## config.mk

```make
export PLATFORM = sky130hd
export DESIGN_NAME = lpm_ctrl
export DESIGN_NICKNAME = d
export VERILOG_FILES = /design/src/verilog/lpm_pkg.sv /design/src/verilog/lpm_sync.sv /design/src/verilog/lpm_boot.sv /design/src/verilog/lpm_ctrl.sv
export SDC_FILE = /design/constraint.sdc
export NUM_CORES = 1
export LEC_CHECK = 0
export BUFFER_PORTS_ARGS = -buffer_cell sky130_fd_sc_hd__buf_4
export CORE_ASPECT_RATIO = 1.25
export CORE_UTILIZATION = 53
export DETAILED_ROUTE_END_ITERATION = 6
export GPL_ROUTABILITY_DRIVEN = 1
export GPL_TIMING_DRIVEN = 0
export PLACE_DENSITY_LB_ADDON = 0.15
export SLEW_MARGIN = 0
export SYNTH_ARGS = -nofsm -noshare
export SYNTH_HDL_FRONTEND = slang
export SYNTH_SLANG_ARGS = --single-unit
```

## constraint.sdc

```tcl
create_clock -name pclk -period 2.34 [get_ports pclk]
set_clock_uncertainty 0.15 [all_clocks]
set_input_delay 0.468 -clock pclk [delete_from_list [all_inputs] [get_ports pclk]]
set_output_delay 0.468 -clock pclk [all_outputs]
set_load 0.1 [all_outputs]
```

## src/verilog/lpm_pkg.sv

```systemverilog
// constants and types for the low-power mode controller
// Notes on behaviour
// [RULE1] lightest mode halts only the processor clock; peripheral clocks keep running
// [RULE2] any peripheral interrupt or event in lightest mode restarts processor clock
// [RULE3] intermediate mode stops all core-domain clocks, SRAM and registers retained
// [RULE4] entering intermediate mode disables PLL, internal RC and crystal oscillators
// [RULE5] intermediate mode powers core from main or low-power regulator, normal or under-drive
// [RULE6] regulator operation defaults to normal, not under-drive, unless configured
// [RULE7] intermediate mode exits on any enabled line: 16 pins, detector, clock, usb, ethernet
// [RULE8] deepest mode turns regulator off, core domain unpowered, PLL and oscillators off
// [RULE9] deepest mode loses SRAM and registers except backup domain and retained backup SRAM
// [RULE10] deepest mode exits on reset pin, watchdog reset or real-time-clock event
// [RULE11] a rising edge, not a level, on the wakeup pin exits deepest mode
// [RULE12] deepest mode unavailable when regulator bypassed and core powered externally
// [RULE13] at startup boot pins choose user flash, system memory or embedded SRAM
// [RULE14] board holds supervisor enable pin high where the package has that pin
// [RULE15] configured mode entered only on processor sleep request, mode from software bits
`default_nettype none
package lpm_pkg;
   localparam logic [11:0] LPM_CTRL_OFF = 12'h000;
   localparam logic [11:0] LPM_STAT_OFF = 12'h004;
   localparam logic [11:0] LPM_WKEN_OFF = 12'h008;
   localparam logic [11:0] LPM_BOOT_OFF = 12'h00C;
   // control register fields
   localparam int LPM_CTRL_DEEP_BIT = 0;
   localparam int LPM_CTRL_LPREG_BIT = 1;
   localparam int LPM_CTRL_UDRV_BIT = 2;
   localparam int LPM_CTRL_BKRET_BIT = 3;
   localparam int LPM_CTRL_STOP_BIT = 4;
   localparam logic [4:0] LPM_CTRL_RST = 5'h00;
   localparam logic [22:0] LPM_WKEN_RST = 23'h000000;
   localparam int LPM_EXT_LINES = 16;
   localparam int LPM_WAKE_LINES = 23;
   typedef enum logic [1:0] {LPM_BOOT_FLASH, LPM_BOOT_SYSMEM, LPM_BOOT_SRAM} lpm_boot_t;
   typedef enum {LPM_RUN, LPM_SLEEP, LPM_STOP, LPM_STANDBY} lpm_state_t;
endpackage
`default_nettype wire

```

## src/verilog/lpm_sync.sv

```systemverilog
// two-flop synchroniser for pin inputs
`default_nettype none
module lpm_sync #(
   parameter int W = 1
) (
   input wire logic pclk,
   input wire logic presetn,
   input wire logic [W-1:0] d,
   output logic [W-1:0] q
);
   logic [W-1:0] meta_r;
   always_ff @(posedge pclk or negedge presetn) begin
      if (!presetn) begin
         meta_r <= '0;
         q <= '0;
      end else begin
         meta_r <= d;
         q <= meta_r;
      end
   end
endmodule
`default_nettype wire

```

## src/verilog/lpm_boot.sv

```systemverilog
// boot source capture after reset release
`default_nettype none
module lpm_boot
   import lpm_pkg::*;
(
   input wire logic pclk,
   input wire logic presetn,
   input wire logic [1:0] boot_pins_s,
   output lpm_boot_t boot_sel,
   output logic boot_done
);
   logic [1:0] fill_r;
   // synchroniser restarts from zero with reset; latching earlier would always pick flash
   always_ff @(posedge pclk or negedge presetn) begin
      if (!presetn) begin
         fill_r <= 2'h0;
         boot_sel <= LPM_BOOT_FLASH;
         boot_done <= 1'b0;
      end else begin
         fill_r <= {fill_r[0], 1'b1};
         if (fill_r[1] && !boot_done) begin
            boot_done <= 1'b1; // [RULE13]
            if (!boot_pins_s[0]) begin
               boot_sel <= LPM_BOOT_FLASH;
            end else if (!boot_pins_s[1]) begin
               boot_sel <= LPM_BOOT_SYSMEM;
            end else begin
               boot_sel <= LPM_BOOT_SRAM;
            end
         end
      end
   end
endmodule
`default_nettype wire

```

## src/verilog/lpm_ctrl.sv

```systemverilog
// low-power mode controller top with apb registers
//
// Decided for this implementation: the APB interface to the registers and the register offsets.
`default_nettype none
module lpm_ctrl
   import lpm_pkg::*;
(
   input wire logic pclk,
   input wire logic presetn,
   input wire logic psel,
   input wire logic penable,
   input wire logic pwrite,
   input wire logic [11:0] paddr,
   input wire logic [31:0] pwdata,
   output logic [31:0] prdata,
   output logic pready,
   output logic pslverr,
   input wire logic sleep_req,
   input wire logic periph_event,
   input wire logic [LPM_EXT_LINES-1:0] external_interrupt_lines,
   input wire logic supply_level_detector_output,
   input wire logic [3:0] rtc_events,
   input wire logic usb_wakeup,
   input wire logic eth_wakeup,
   input wire logic wakeup_pin,
   input wire logic external_reset_pin_n,
   input wire logic independent_watchdog_rst,
   input wire logic regulator_bypass,
   input wire logic [1:0] boot_pins,
   output logic cpu_clk_en,
   output logic periph_clk_en,
   output logic core_clk_en,
   output logic pll_en,
   output logic internal_rc_oscillator_en,
   output logic external_crystal_oscillator_en,
   output logic main_regulator_en,
   output logic low_power_regulator_en,
   output logic regulator_underdrive,
   output logic core_power_en,
   output logic backup_sram_retain,
   output logic core_state_lost,
   output logic wake_pulse,
   output lpm_boot_t boot_sel,
   output logic boot_done
);
   lpm_state_t state_r, state_nxt;
   logic [4:0] ctrl_r;
   logic [LPM_WAKE_LINES-1:0] wken_r;
   logic lost_r;
   logic [1:0] boot_pins_s;
   logic [LPM_WAKE_LINES-1:0] lines_s;
   logic [2:0] dw_s;
   logic wkp_prev_r;

   // all pin inputs except regulator_bypass pass two flops before use
   lpm_sync #(.W(2)) u_sync_boot (.pclk(pclk), .presetn(presetn), .d(boot_pins), .q(boot_pins_s));
   lpm_sync #(.W(LPM_WAKE_LINES)) u_sync_lines (
      .pclk(pclk),
      .presetn(presetn),
      .d({eth_wakeup, usb_wakeup, rtc_events, supply_level_detector_output, external_interrupt_lines}),
      .q(lines_s)
   );
   lpm_sync #(.W(3)) u_sync_dw (
      .pclk(pclk),
      .presetn(presetn),
      .d({wakeup_pin, ~external_reset_pin_n, independent_watchdog_rst}),
      .q(dw_s)
   );
   lpm_boot u_boot (
      .pclk(pclk),
      .presetn(presetn),
      .boot_pins_s(boot_pins_s),
      .boot_sel(boot_sel),
      .boot_done(boot_done)
   );

   // apb decode; zero wait states
   wire wr_en = psel && penable && pwrite;
   wire rd_setup = psel && !penable && !pwrite;
   wire hit_ctrl = paddr == LPM_CTRL_OFF;
   wire hit_stat = paddr == LPM_STAT_OFF;
   wire hit_wken = paddr == LPM_WKEN_OFF;
   wire hit_boot = paddr == LPM_BOOT_OFF;
   wire mapped = hit_ctrl || hit_stat || hit_wken || hit_boot;
   wire [31:0] rd_mux = hit_ctrl ? {27'h0000000, ctrl_r} :
                        hit_stat ? {29'h00000000, lost_r, state_r == LPM_RUN ? 2'h0 : 2'h1} :
                        hit_wken ? {9'h000, wken_r} :
                        hit_boot ? {30'h00000000, boot_sel} : 32'h00000000;

   // wake conditions
   wire wkp_rise = dw_s[2] && !wkp_prev_r; // [RULE11]
   wire stop_wake = |(lines_s & wken_r); // [RULE7]
   wire standby_wake = dw_s[1] || dw_s[0] || |lines_s[20:17] || wkp_rise; // [RULE10]
   wire deep_ok = !regulator_bypass; // [RULE12]

   always_comb begin
      state_nxt = state_r;
      unique case (state_r)
         LPM_RUN: begin
            if (sleep_req) begin // [RULE15]
               if (ctrl_r[LPM_CTRL_DEEP_BIT] && deep_ok) begin
                  state_nxt = LPM_STANDBY;
               end else if (ctrl_r[LPM_CTRL_STOP_BIT]) begin
                  state_nxt = LPM_STOP;
               end else begin
                  state_nxt = LPM_SLEEP;
               end
            end
         end
         LPM_SLEEP: begin
            if (periph_event || stop_wake) begin // [RULE2]
               state_nxt = LPM_RUN;
            end
         end
         LPM_STOP: begin
            if (stop_wake) begin
               state_nxt = LPM_RUN;
            end
         end
         LPM_STANDBY: begin
            if (standby_wake) begin
               state_nxt = LPM_RUN;
            end
         end
      endcase
   end

   // outputs decoded from next state so they change with it
   wire in_sleep = state_nxt == LPM_SLEEP;
   wire in_stop = state_nxt == LPM_STOP;
   wire in_stby = state_nxt == LPM_STANDBY;
   wire lp_sel = ctrl_r[LPM_CTRL_LPREG_BIT];

   always_ff @(posedge pclk or negedge presetn) begin
      if (!presetn) begin
         state_r <= LPM_RUN;
         wkp_prev_r <= 1'b0;
      end else begin
         state_r <= state_nxt;
         wkp_prev_r <= dw_s[2];
      end
   end

   always_ff @(posedge pclk or negedge presetn) begin
      if (!presetn) begin
         ctrl_r <= LPM_CTRL_RST; // [RULE6]
         wken_r <= LPM_WKEN_RST;
      end else if (state_r == LPM_STANDBY && standby_wake) begin
         // core registers were unpowered; they come back at reset values
         ctrl_r <= LPM_CTRL_RST; // [RULE9]
         wken_r <= LPM_WKEN_RST; // [RULE9]
      end else if (wr_en && hit_ctrl) begin
         ctrl_r <= pwdata[4:0];
      end else if (wr_en && hit_wken) begin
         wken_r <= pwdata[LPM_WAKE_LINES-1:0];
      end
   end

   always_ff @(posedge pclk or negedge presetn) begin
      if (!presetn) begin
         lost_r <= 1'b0;
         prdata <= 32'h00000000;
         pready <= 1'b0;
         pslverr <= 1'b0;
      end else begin
         // set wins over the read-clear of the status register
         if (state_r == LPM_STANDBY) begin
            lost_r <= 1'b1; // [RULE9]
         end else if (psel && penable && !pwrite && hit_stat) begin
            lost_r <= 1'b0;
         end
         prdata <= rd_setup ? rd_mux : 32'h00000000;
         pready <= psel && !penable;
         pslverr <= psel && !penable && !mapped;
      end
   end

   always_ff @(posedge pclk or negedge presetn) begin
      if (!presetn) begin
         cpu_clk_en <= 1'b1;
         periph_clk_en <= 1'b1;
         core_clk_en <= 1'b1;
         pll_en <= 1'b1;
         internal_rc_oscillator_en <= 1'b1;
         external_crystal_oscillator_en <= 1'b1;
         main_regulator_en <= 1'b1;
         low_power_regulator_en <= 1'b0;
         regulator_underdrive <= 1'b0;
         core_power_en <= 1'b1;
         backup_sram_retain <= 1'b0;
         core_state_lost <= 1'b0;
         wake_pulse <= 1'b0;
      end else begin
         cpu_clk_en <= !(in_sleep || in_stop || in_stby); // [RULE1]
         periph_clk_en <= !(in_stop || in_stby); // [RULE1]
         core_clk_en <= !(in_stop || in_stby); // [RULE3]
         pll_en <= !(in_stop || in_stby); // [RULE4] [RULE8]
         internal_rc_oscillator_en <= !(in_stop || in_stby); // [RULE4] [RULE8]
         external_crystal_oscillator_en <= !(in_stop || in_stby); // [RULE4] [RULE8]
         main_regulator_en <= !in_stby && !(in_stop && lp_sel); // [RULE5]
         low_power_regulator_en <= in_stop && lp_sel; // [RULE5]
         regulator_underdrive <= in_stop && ctrl_r[LPM_CTRL_UDRV_BIT]; // [RULE5] [RULE6]
         core_power_en <= !in_stby; // [RULE8]
         backup_sram_retain <= ctrl_r[LPM_CTRL_BKRET_BIT];
         core_state_lost <= in_stby; // [RULE9]
         wake_pulse <= state_r != LPM_RUN && state_nxt == LPM_RUN;
      end
   end

   property p_stop_clocks;
      @(posedge pclk) disable iff (!presetn) state_r == LPM_STOP |-> !core_clk_en && !pll_en;
   endproperty
   a_stop_clocks: assert property (p_stop_clocks) else $error("clocks running in stop"); // [RULE3]
   property p_sleep_periph;
      @(posedge pclk) disable iff (!presetn) state_r == LPM_SLEEP |-> !cpu_clk_en && periph_clk_en;
   endproperty
   a_sleep_periph: assert property (p_sleep_periph) else $error("sleep clock gating wrong"); // [RULE1]
   property p_sleep_wake;
      @(posedge pclk) disable iff (!presetn) state_r == LPM_SLEEP && periph_event |=> cpu_clk_en;
   endproperty
   a_sleep_wake: assert property (p_sleep_wake) else $error("sleep did not wake"); // [RULE2]
   property p_osc_off;
      @(posedge pclk) disable iff (!presetn)
         state_r == LPM_STANDBY |-> !internal_rc_oscillator_en && !external_crystal_oscillator_en && !core_power_en;
   endproperty
   a_osc_off: assert property (p_osc_off) else $error("standby left power on"); // [RULE8]
   property p_bypass;
      @(posedge pclk) disable iff (!presetn) regulator_bypass && state_r == LPM_RUN |=> state_r != LPM_STANDBY;
   endproperty
   a_bypass: assert property (p_bypass) else $error("standby while bypassed"); // [RULE12]
   property p_no_req;
      @(posedge pclk) disable iff (!presetn) state_r == LPM_RUN && !sleep_req |=> state_r == LPM_RUN;
   endproperty
   a_no_req: assert property (p_no_req) else $error("entered mode without request"); // [RULE15]
   property p_stop_exit;
      @(posedge pclk) disable iff (!presetn) state_r == LPM_STOP && stop_wake |=> cpu_clk_en && core_clk_en;
   endproperty
   a_stop_exit: assert property (p_stop_exit) else $error("stop did not exit"); // [RULE7]
   property p_level_only;
      @(posedge pclk) disable iff (!presetn)
         state_r == LPM_STANDBY && $past(dw_s[2]) && dw_s[2] && lines_s[20:17] == 4'h0 && dw_s[1:0] == 2'h0
         |=> state_r == LPM_STANDBY;
   endproperty
   a_level_only: assert property (p_level_only) else $error("level woke standby"); // [RULE11]
   property p_reg_mode;
      @(posedge pclk) disable iff (!presetn) state_r == LPM_STOP |-> main_regulator_en != low_power_regulator_en;
   endproperty
   a_reg_mode: assert property (p_reg_mode) else $error("stop regulator selection wrong"); // [RULE5]

   // entry, exit and retention checks
   property p_stop_osc;
      @(posedge pclk) disable iff (!presetn)
         state_r == LPM_STOP |-> !internal_rc_oscillator_en && !external_crystal_oscillator_en && !pll_en;
   endproperty
   a_stop_osc: assert property (p_stop_osc) else $error("oscillators running in stop"); // [RULE4]
   property p_stop_keep;
      @(posedge pclk) disable iff (!presetn) state_r == LPM_STOP |-> core_power_en && !core_state_lost;
   endproperty
   a_stop_keep: assert property (p_stop_keep) else $error("stop lost core contents"); // [RULE3]
   property p_stby_reg;
      @(posedge pclk) disable iff (!presetn)
         state_r == LPM_STANDBY |-> !pll_en && !main_regulator_en && !low_power_regulator_en;
   endproperty
   a_stby_reg: assert property (p_stby_reg) else $error("regulator or pll on in standby"); // [RULE8]
   property p_udrv_default;
      @(posedge pclk) disable iff (!presetn)
         state_r == LPM_STOP && !$past(ctrl_r[LPM_CTRL_UDRV_BIT]) |-> !regulator_underdrive;
   endproperty
   a_udrv_default: assert property (p_udrv_default) else $error("under-drive without configuration"); // [RULE6]
   property p_udrv_run;
      @(posedge pclk) disable iff (!presetn) state_r != LPM_STOP |-> !regulator_underdrive;
   endproperty
   a_udrv_run: assert property (p_udrv_run) else $error("under-drive outside stop"); // [RULE6]
   property p_stby_lost;
      @(posedge pclk) disable iff (!presetn) state_r == LPM_STANDBY |-> core_state_lost;
   endproperty
   a_stby_lost: assert property (p_stby_lost) else $error("standby not marked as lost"); // [RULE9]
   property p_stby_clear;
      @(posedge pclk) disable iff (!presetn)
         state_r == LPM_STANDBY && standby_wake |=> ctrl_r == LPM_CTRL_RST && wken_r == LPM_WKEN_RST;
   endproperty
   a_stby_clear: assert property (p_stby_clear) else $error("registers kept over standby"); // [RULE9]
   property p_stby_exit;
      @(posedge pclk) disable iff (!presetn)
         state_r == LPM_STANDBY && standby_wake |=> state_r == LPM_RUN && core_power_en;
   endproperty
   a_stby_exit: assert property (p_stby_exit) else $error("standby did not exit"); // [RULE10]
   property p_pin_rise;
      @(posedge pclk) disable iff (!presetn)
         state_r == LPM_STANDBY && dw_s[2] && !$past(dw_s[2]) |=> state_r == LPM_RUN;
   endproperty
   a_pin_rise: assert property (p_pin_rise) else $error("wakeup pin edge ignored"); // [RULE11]
   property p_sleep_line;
      @(posedge pclk) disable iff (!presetn) state_r == LPM_SLEEP && stop_wake |=> cpu_clk_en;
   endproperty
   a_sleep_line: assert property (p_sleep_line) else $error("sleep ignored an event"); // [RULE2]
   property p_stop_hold;
      @(posedge pclk) disable iff (!presetn) state_r == LPM_STOP && !stop_wake |=> state_r == LPM_STOP;
   endproperty
   a_stop_hold: assert property (p_stop_hold) else $error("stop left without enabled line"); // [RULE7]
   property p_enter_sleep;
      @(posedge pclk) disable iff (!presetn)
         state_r == LPM_RUN && sleep_req && !ctrl_r[LPM_CTRL_DEEP_BIT] && !ctrl_r[LPM_CTRL_STOP_BIT] |=> state_r == LPM_SLEEP;
   endproperty
   a_enter_sleep: assert property (p_enter_sleep) else $error("sleep not entered"); // [RULE1]
   property p_enter_stop;
      @(posedge pclk) disable iff (!presetn)
         state_r == LPM_RUN && sleep_req && !ctrl_r[LPM_CTRL_DEEP_BIT] && ctrl_r[LPM_CTRL_STOP_BIT] |=> state_r == LPM_STOP;
   endproperty
   a_enter_stop: assert property (p_enter_stop) else $error("stop not entered"); // [RULE15]
   property p_enter_stby;
      @(posedge pclk) disable iff (!presetn)
         state_r == LPM_RUN && sleep_req && ctrl_r[LPM_CTRL_DEEP_BIT] && !regulator_bypass |=> state_r == LPM_STANDBY;
   endproperty
   a_enter_stby: assert property (p_enter_stby) else $error("standby not entered"); // [RULE8]
   property p_boot_hold;
      @(posedge pclk) disable iff (!presetn) boot_done |=> boot_done && $stable(boot_sel);
   endproperty
   a_boot_hold: assert property (p_boot_hold) else $error("boot choice changed"); // [RULE13]
endmodule
`default_nettype wire

```

* After elaboration in Yosys (flattened, before gate mapping)
Cells that the tools add are included.
** Cells by class
- Equal/unequal tests :: 11
- Mux-type cells :: 22
- Bitwise gates (word level) :: 2
- Reduce and logical (&&, ||, !) cells :: 48
** Operator list (count)
- 23-bit two-way mux :: 7
- 32-bit two-way mux :: 4
- 32-bit case mux with 4 select lines :: 1
- 32-bit by 2-bit equality test with 1-bit output, second input constant :: 3
- 32-bit by 3-bit equality test with 1-bit output, second input constant :: 3
- 32-bit zero test :: 3
- 32-bit by 1-bit equality test with 1-bit output, second input constant :: 1
- 32-bit nonzero test :: 1
- 12-bit by 4-bit equality test with 1-bit output, second input constant :: 2
- 23-bit bitwise AND :: 1
- 23-bit OR reduction :: 1
- 1-bit logical AND :: 17
- 12-bit by 3-bit equality test with 1-bit output, second input constant :: 1
- 12-bit zero test :: 1
- 1-bit zero test :: 10
- 1-bit logical OR :: 10
- 2-bit two-way mux :: 5
- 5-bit two-way mux :: 2
- 2-bit nonzero test :: 3
- 4-bit OR reduction :: 1
- 1-bit two-way mux :: 3
- 2-bit inequality test, second input constant :: 1
- 2-bit AND reduction :: 1
- 1-bit NOT :: 1
** Storage, ports and cells
- Register bits :: 157
- Input bits :: 80
- Output and inout bits :: 50
- Word-level logic and storage cells :: 109

* Depth between registers and ports, before layout
- Depth in word-level cells :: 9
- Gate-level depth with buffers :: 7
- Mapped depth without buffers :: 7

* Cells and area by module
From an unflattened synthesis, not the netlist that was laid out.
** Unflattened totals
- Cells, all modules :: 391
- Area, all modules :: 5550.3 sq um
** Modules (own cells, without submodules)
- lpm_ctrl :: times used 1, cells an instance 322, area each 3960.0 sq um, seq. area each 2407.3 sq um
- lpm_sync (u_sync_lines) :: times used 1, cells an instance 46, area each 1151.1 sq um, seq. area each 1151.1 sq um
- lpm_boot :: times used 1, cells an instance 13, area each 188.9 sq um, seq. area each 125.1 sq um
- lpm_sync (u_sync_dw) :: times used 1, cells an instance 6, area each 150.1 sq um, seq. area each 150.1 sq um
- lpm_sync (u_sync_boot) :: times used 1, cells an instance 4, area each 100.1 sq um, seq. area each 100.1 sq um

* Worst setup path after synthesis
OpenSTA, ideal clock, no wires.
- Path kind :: in2reg
- Start :: input port paddr[7]
- End :: register wken_r[2]
- Library setup time :: 0.131 ns
- Arrival time :: 1.891 ns
- Required time :: 2.059 ns
- Slack :: 0.169 ns
- Stages on the path :: 6
- Buffers on the path :: 1
- Cells stage by stage :: nor4_1 nand3_1 nor3_4 buf_4 mux2i_1 nor2_1
** On the way
- Longest elaborated chain between the ends :: 4
** Ends and longest elaborated chain
- from (decl) :: RTL line lpm_ctrl.sv:13 : input wire logic [11:0] paddr,
- 12-bit by 4-bit equality test with 1-bit output or 12-bit zero test (tied branches) :: RTL line lpm_ctrl.sv:82, lpm_ctrl.sv:80
- 1-bit logical AND, on equally long branches :: RTL line lpm_ctrl.sv:154, lpm_ctrl.sv:152
- 2-bit nonzero test (no line) or 2-bit inequality test (tied branches)
- 2-bit AND reduction (no line) (*)
- to (signal assigned) :: RTL line lpm_ctrl.sv:155 : wken_r <= pwdata[LPM_WAKE_LINES-1:0];
- to (decl) :: RTL line lpm_ctrl.sv:48 : logic [LPM_WAKE_LINES-1:0] wken_r;
Every way passes the cells marked *; elsewhere a longest branch is shown, timed or not.
A chain may end at the register's enable or synchronous reset.

* Worst setup path in the final report
- Start :: register wken_r[9]
- End :: register cpu_clk_en
** On the way
- Longest elaborated chain between the ends :: 9
** Ends and longest elaborated chain
- 23-bit bitwise AND (*) :: RTL line lpm_ctrl.sv:92 : wire stop_wake = |(lines_s & wken_r);
- 23-bit OR reduction (*) :: RTL line lpm_ctrl.sv:92
- 1-bit logical OR :: RTL line lpm_ctrl.sv:111 : if (periph_event || stop_wake) begin
- 32-bit two-way mux :: RTL line lpm_ctrl.sv:111
- 32-bit case mux with 4 select lines (*) :: RTL line lpm_ctrl.sv:98 : unique case (state_r)
- named net state_nxt[0] :: RTL line lpm_ctrl.sv:46 : lpm_state_t state_r, state_nxt;
- 32-bit by 2-bit equality test with 1-bit output or 32-bit by 3-bit equality test with 1-bit output (tied branches) :: RTL line lpm_ctrl.sv:129, lpm_ctrl.sv:130
- 1-bit logical OR :: RTL line lpm_ctrl.sv:194 : cpu_clk_en <= !(in_sleep || in_stop || in_stby);
- 1-bit logical OR (*) :: RTL line lpm_ctrl.sv:194
- 1-bit zero test (*) :: RTL line lpm_ctrl.sv:194
- to (signal assigned) :: RTL line lpm_ctrl.sv:194
- to (decl) :: RTL line lpm_ctrl.sv:30 : output logic cpu_clk_en,
The timed path passes the listed nets; every way through them passes the cells marked *.

==> impl_metrics.yaml <==
status:
  status: "finished clean"
detailed_routing:
  drtIter0Drc: 253
  via_per_inst: 5.04
  detail_route.wl_per_cell_um: 15.8
  vias: 3600
  drt_wl_total_mm: 11.3
  drc_errors: 0
  antenna_left: 0
  firstDrtPassIters: 4
critical_path:
  cp_data_arrival_time_ns: 2.43
  crit_type: "reg -> reg"
  critPathMaxFanout: 7
  worst_setup_path_start_kind: "register"
  cp-end-kind: "register"
  crit_required_ns: 2.50
  r2r_slack_ns: 0.07
global_routing:
  grt_antenna_before_repair: 0
  grt_overflow: 0
  grt_first_pass_wirelength_mm: 17.5
  grt_pass1_vias: 3652
  grt_use_total: 0.220
  grt_start_max_net_pins: 80
clocking:
  cts_root_buf: "clkbuf_16"
  cts_made_buffers: 17
  htree_levels: 4
  clock_path_buffers: 2
  numClockSinks: 157
  clkTransAtPathRegs_ns: 0.06
  clk_latency_ns: 0.41
  cts_tree: "yes"
synthesis:
  ys_ff_latch: 157
  synth_cell_type_count: 47
  ys.flop_type: "dfrtp_1"
  syn_inst: 398
  yosysSeqAreaShare: 0.708
  post-synth-top-area-cell: "dfrtp_1"
  synth_area_mm2: 0.00556
  synthTopCellsByArea: "dfrtp_1 69%, mux2i_1 5.8%, and2_1 5.3%, nor2_1 2.5%, buf_4 2.0%"
  avgSynthCellArea_um2: 14.0
  synth_top_area_frac: 0.689
  synth_edf_count: 0
  synth-async-reset-ratio: 1.00
  yosysWarnings: 0
hold_path:
  hold_class: "in -> reg"
timing:
  whs_ns: 0.0383
  worst_slew_pin_slew_ns: 0.712
  finalSetupViolCount: 0
  fmax_mhz: 440
  slew_headroom: 0.525
  slew_viol_final: 0
  hold_viol_final: 0
  finalCritPeriodShare: 0.972
  period_needed_ns: 2.27
  setup-tns-final_ns: 0
power_and_ir_drop:
  p_leak_nw: 3.72
  p_switching_mw: 1.35
  switching_share: 0.221
  p_seq_frac: 0.460
  vdd_drop_max_mv: 0.607
  power_frac_comb: 0.071
  p_clk_frac: 0.469
  p_int_mw: 4.76
  power.density_mw_per_mm2: 800
  p_total_mw: 6.11
floorplanning:
  die_area_mm2: 0.0109
  die_w_um: 93.6
  std_cell_rows: 41
  coreArea_mm2: 0.0102
  pin_count: 130
  die_height_um: 116
  initial_core_util: 0.547
layout:
  final_layout_size_suffix_gt1_frac: 0.345
  syn_to_final_growth_pct: 37.5
  layout.nets: 653
  final_cells: 714
  diodes: 0
  fill_cells: 641
place:
  globalplace.congestion: 0.817
  dp_cells: 646
  hpwl_mm: 7.38
  port-buffer-count: 110
job:
  cap_violations: 0
==> placed cells by master, fill, tap and decap left out, drive strengths merged <==
cell type	count
and2	47
nand3b	1
o21ai	8
conb	10
dfstp	4
clkinv	4
a2111oi	1
a31oi	4
nor3	5
o22ai	1
a222oi	1
nor2	39
buf	138
or4	1
a21oi	3
nand2	10
a22oi	10
nand3	5
clkbuf	24
a2bb2oi	2
nor3b	3
inv	10
nand4	4
or2	2
a211oi	1
o31ai	1
o41ai	1
o221ai	1
dfrtp	153
mux2i	32
nor4	11
bufinv	4
clkinvlp	3
o311ai	1
dlygate4sd3	28
or3	1
nand4b	1
nand2b	5
nor2b	3
o21bai	2
==> critical path: stages, from the launching register on <==
cell      delay [ns]
dfrtp_1         0.42
a222oi_1        0.43
nand3_1         0.24
nor4_4          0.27
nand2b_1        0.17
o221ai_4        0.34
o22ai_1         0.15
==> cell type report <==
class	count	area [um2]	share of cell area
multi-input combinational	217	1520	0.199
buffer	24	160	0.0210
inverter	8	30.0	0.00393
clock inverter	13	190	0.0249
tap	129	161	0.0211
timing repair buffer	148	1200	0.158
sequential	157	3930	0.515
clock buffer	18	439	0.0575
==> cell usage after synthesis (all sizes together), types with 4 or more instances <==
| master | n |
|---|---|
| o21ai | 8 |
| and2 | 47 |
| nand3 | 5 |
| dfrtp | 153 |
| a22oi | 10 |
| nand2 | 10 |
| nand4 | 4 |
| mux2i | 32 |
| buf | 18 |
| inv | 8 |
| nand2b | 5 |
| a31oi | 4 |
| clkbuf | 6 |
| nor4 | 11 |
| dfstp | 4 |
| nor2 | 39 |
| nor3 | 5 |
==> state kept, by name, indices dropped and copies added (netlist names), 3 cells and up <==
name and cells:
state_r 32, prdata 23, u_sync_lines.meta_r 23, u_sync_lines.q 23, wken_r 23, ctrl_r 5
u_sync_dw.meta_r 3, u_sync_dw.q 3
==> power groups by stage <==
stage                     combinational, mW  clock (mW)  sequential (mW)
after floorplan                       0.142           0             2.91
after detailed placement              0.393           0             2.85
final                                 0.434        2.87             2.81
after CTS                             0.428        2.92             2.81
after global placement                0.379           0             2.85
after global routing                  0.466        3.05             2.81
==> routing by layer <==
metal  part of all wire  wire [um]  up-vias  global-route usage
met5                  0          0        -                   0
met4              0.014        153        0              0.0882
li1                   -          -     1676                   -
met2               0.54       6130      117               0.385
met3              0.057        637       15              0.0579
met1               0.39       4350     1792               0.260
==> repair_timing <==
item,in CTS,in global routing
resized for setup,4,12
hold endpoints to repair,101,4
hold buffers,24,4
pin swaps,4,3
endpoints found under the setup margin,42,60
setup buffers,2,7
==> worst paths after layout <==
path,start,endpoint,cells past startpoint
setup reg to reg,wken_r[9],cpu_clk_en,6
hold / removal,external_reset_pin_n,u_sync_dw.meta_r[1],2
max in group asynchronous,presetn,cpu_clk_en,3
hold reg to reg,u_sync_lines.meta_r[21],u_sync_lines.q[21],0
setup / recovery,wken_r[9],cpu_clk_en,6
min in group asynchronous,presetn,u_sync_boot.q[0],2
==> logic make-up after synthesis <==
| kind of cell | synth area share |
|---|---|
| AND/OR/NAND/NOR | 0.146 |
| buffers and inverters | 0.0327 |
| multiplexers | 0.0577 |
| flip-flops | 0.708 |
| AO/OA/AOI/OAI | 0.0545 |
| other | 0.00135 |
==> metrics by stage <==
step | setup WS, ns | cell area [um2] | util
floorplan | 0.169 | 5590 | -
global placement | -0.344 | 6570 | 0.647
detailed placement | -0.315 | 6600 | 0.650
global route | -0.0284 | 7640 | 0.752
CTS | 0.0225 | 7500 | 0.739
finish | 0.0657 | 7640 | 0.752
No activity file was read; power rests on OpenSTA's default activity.
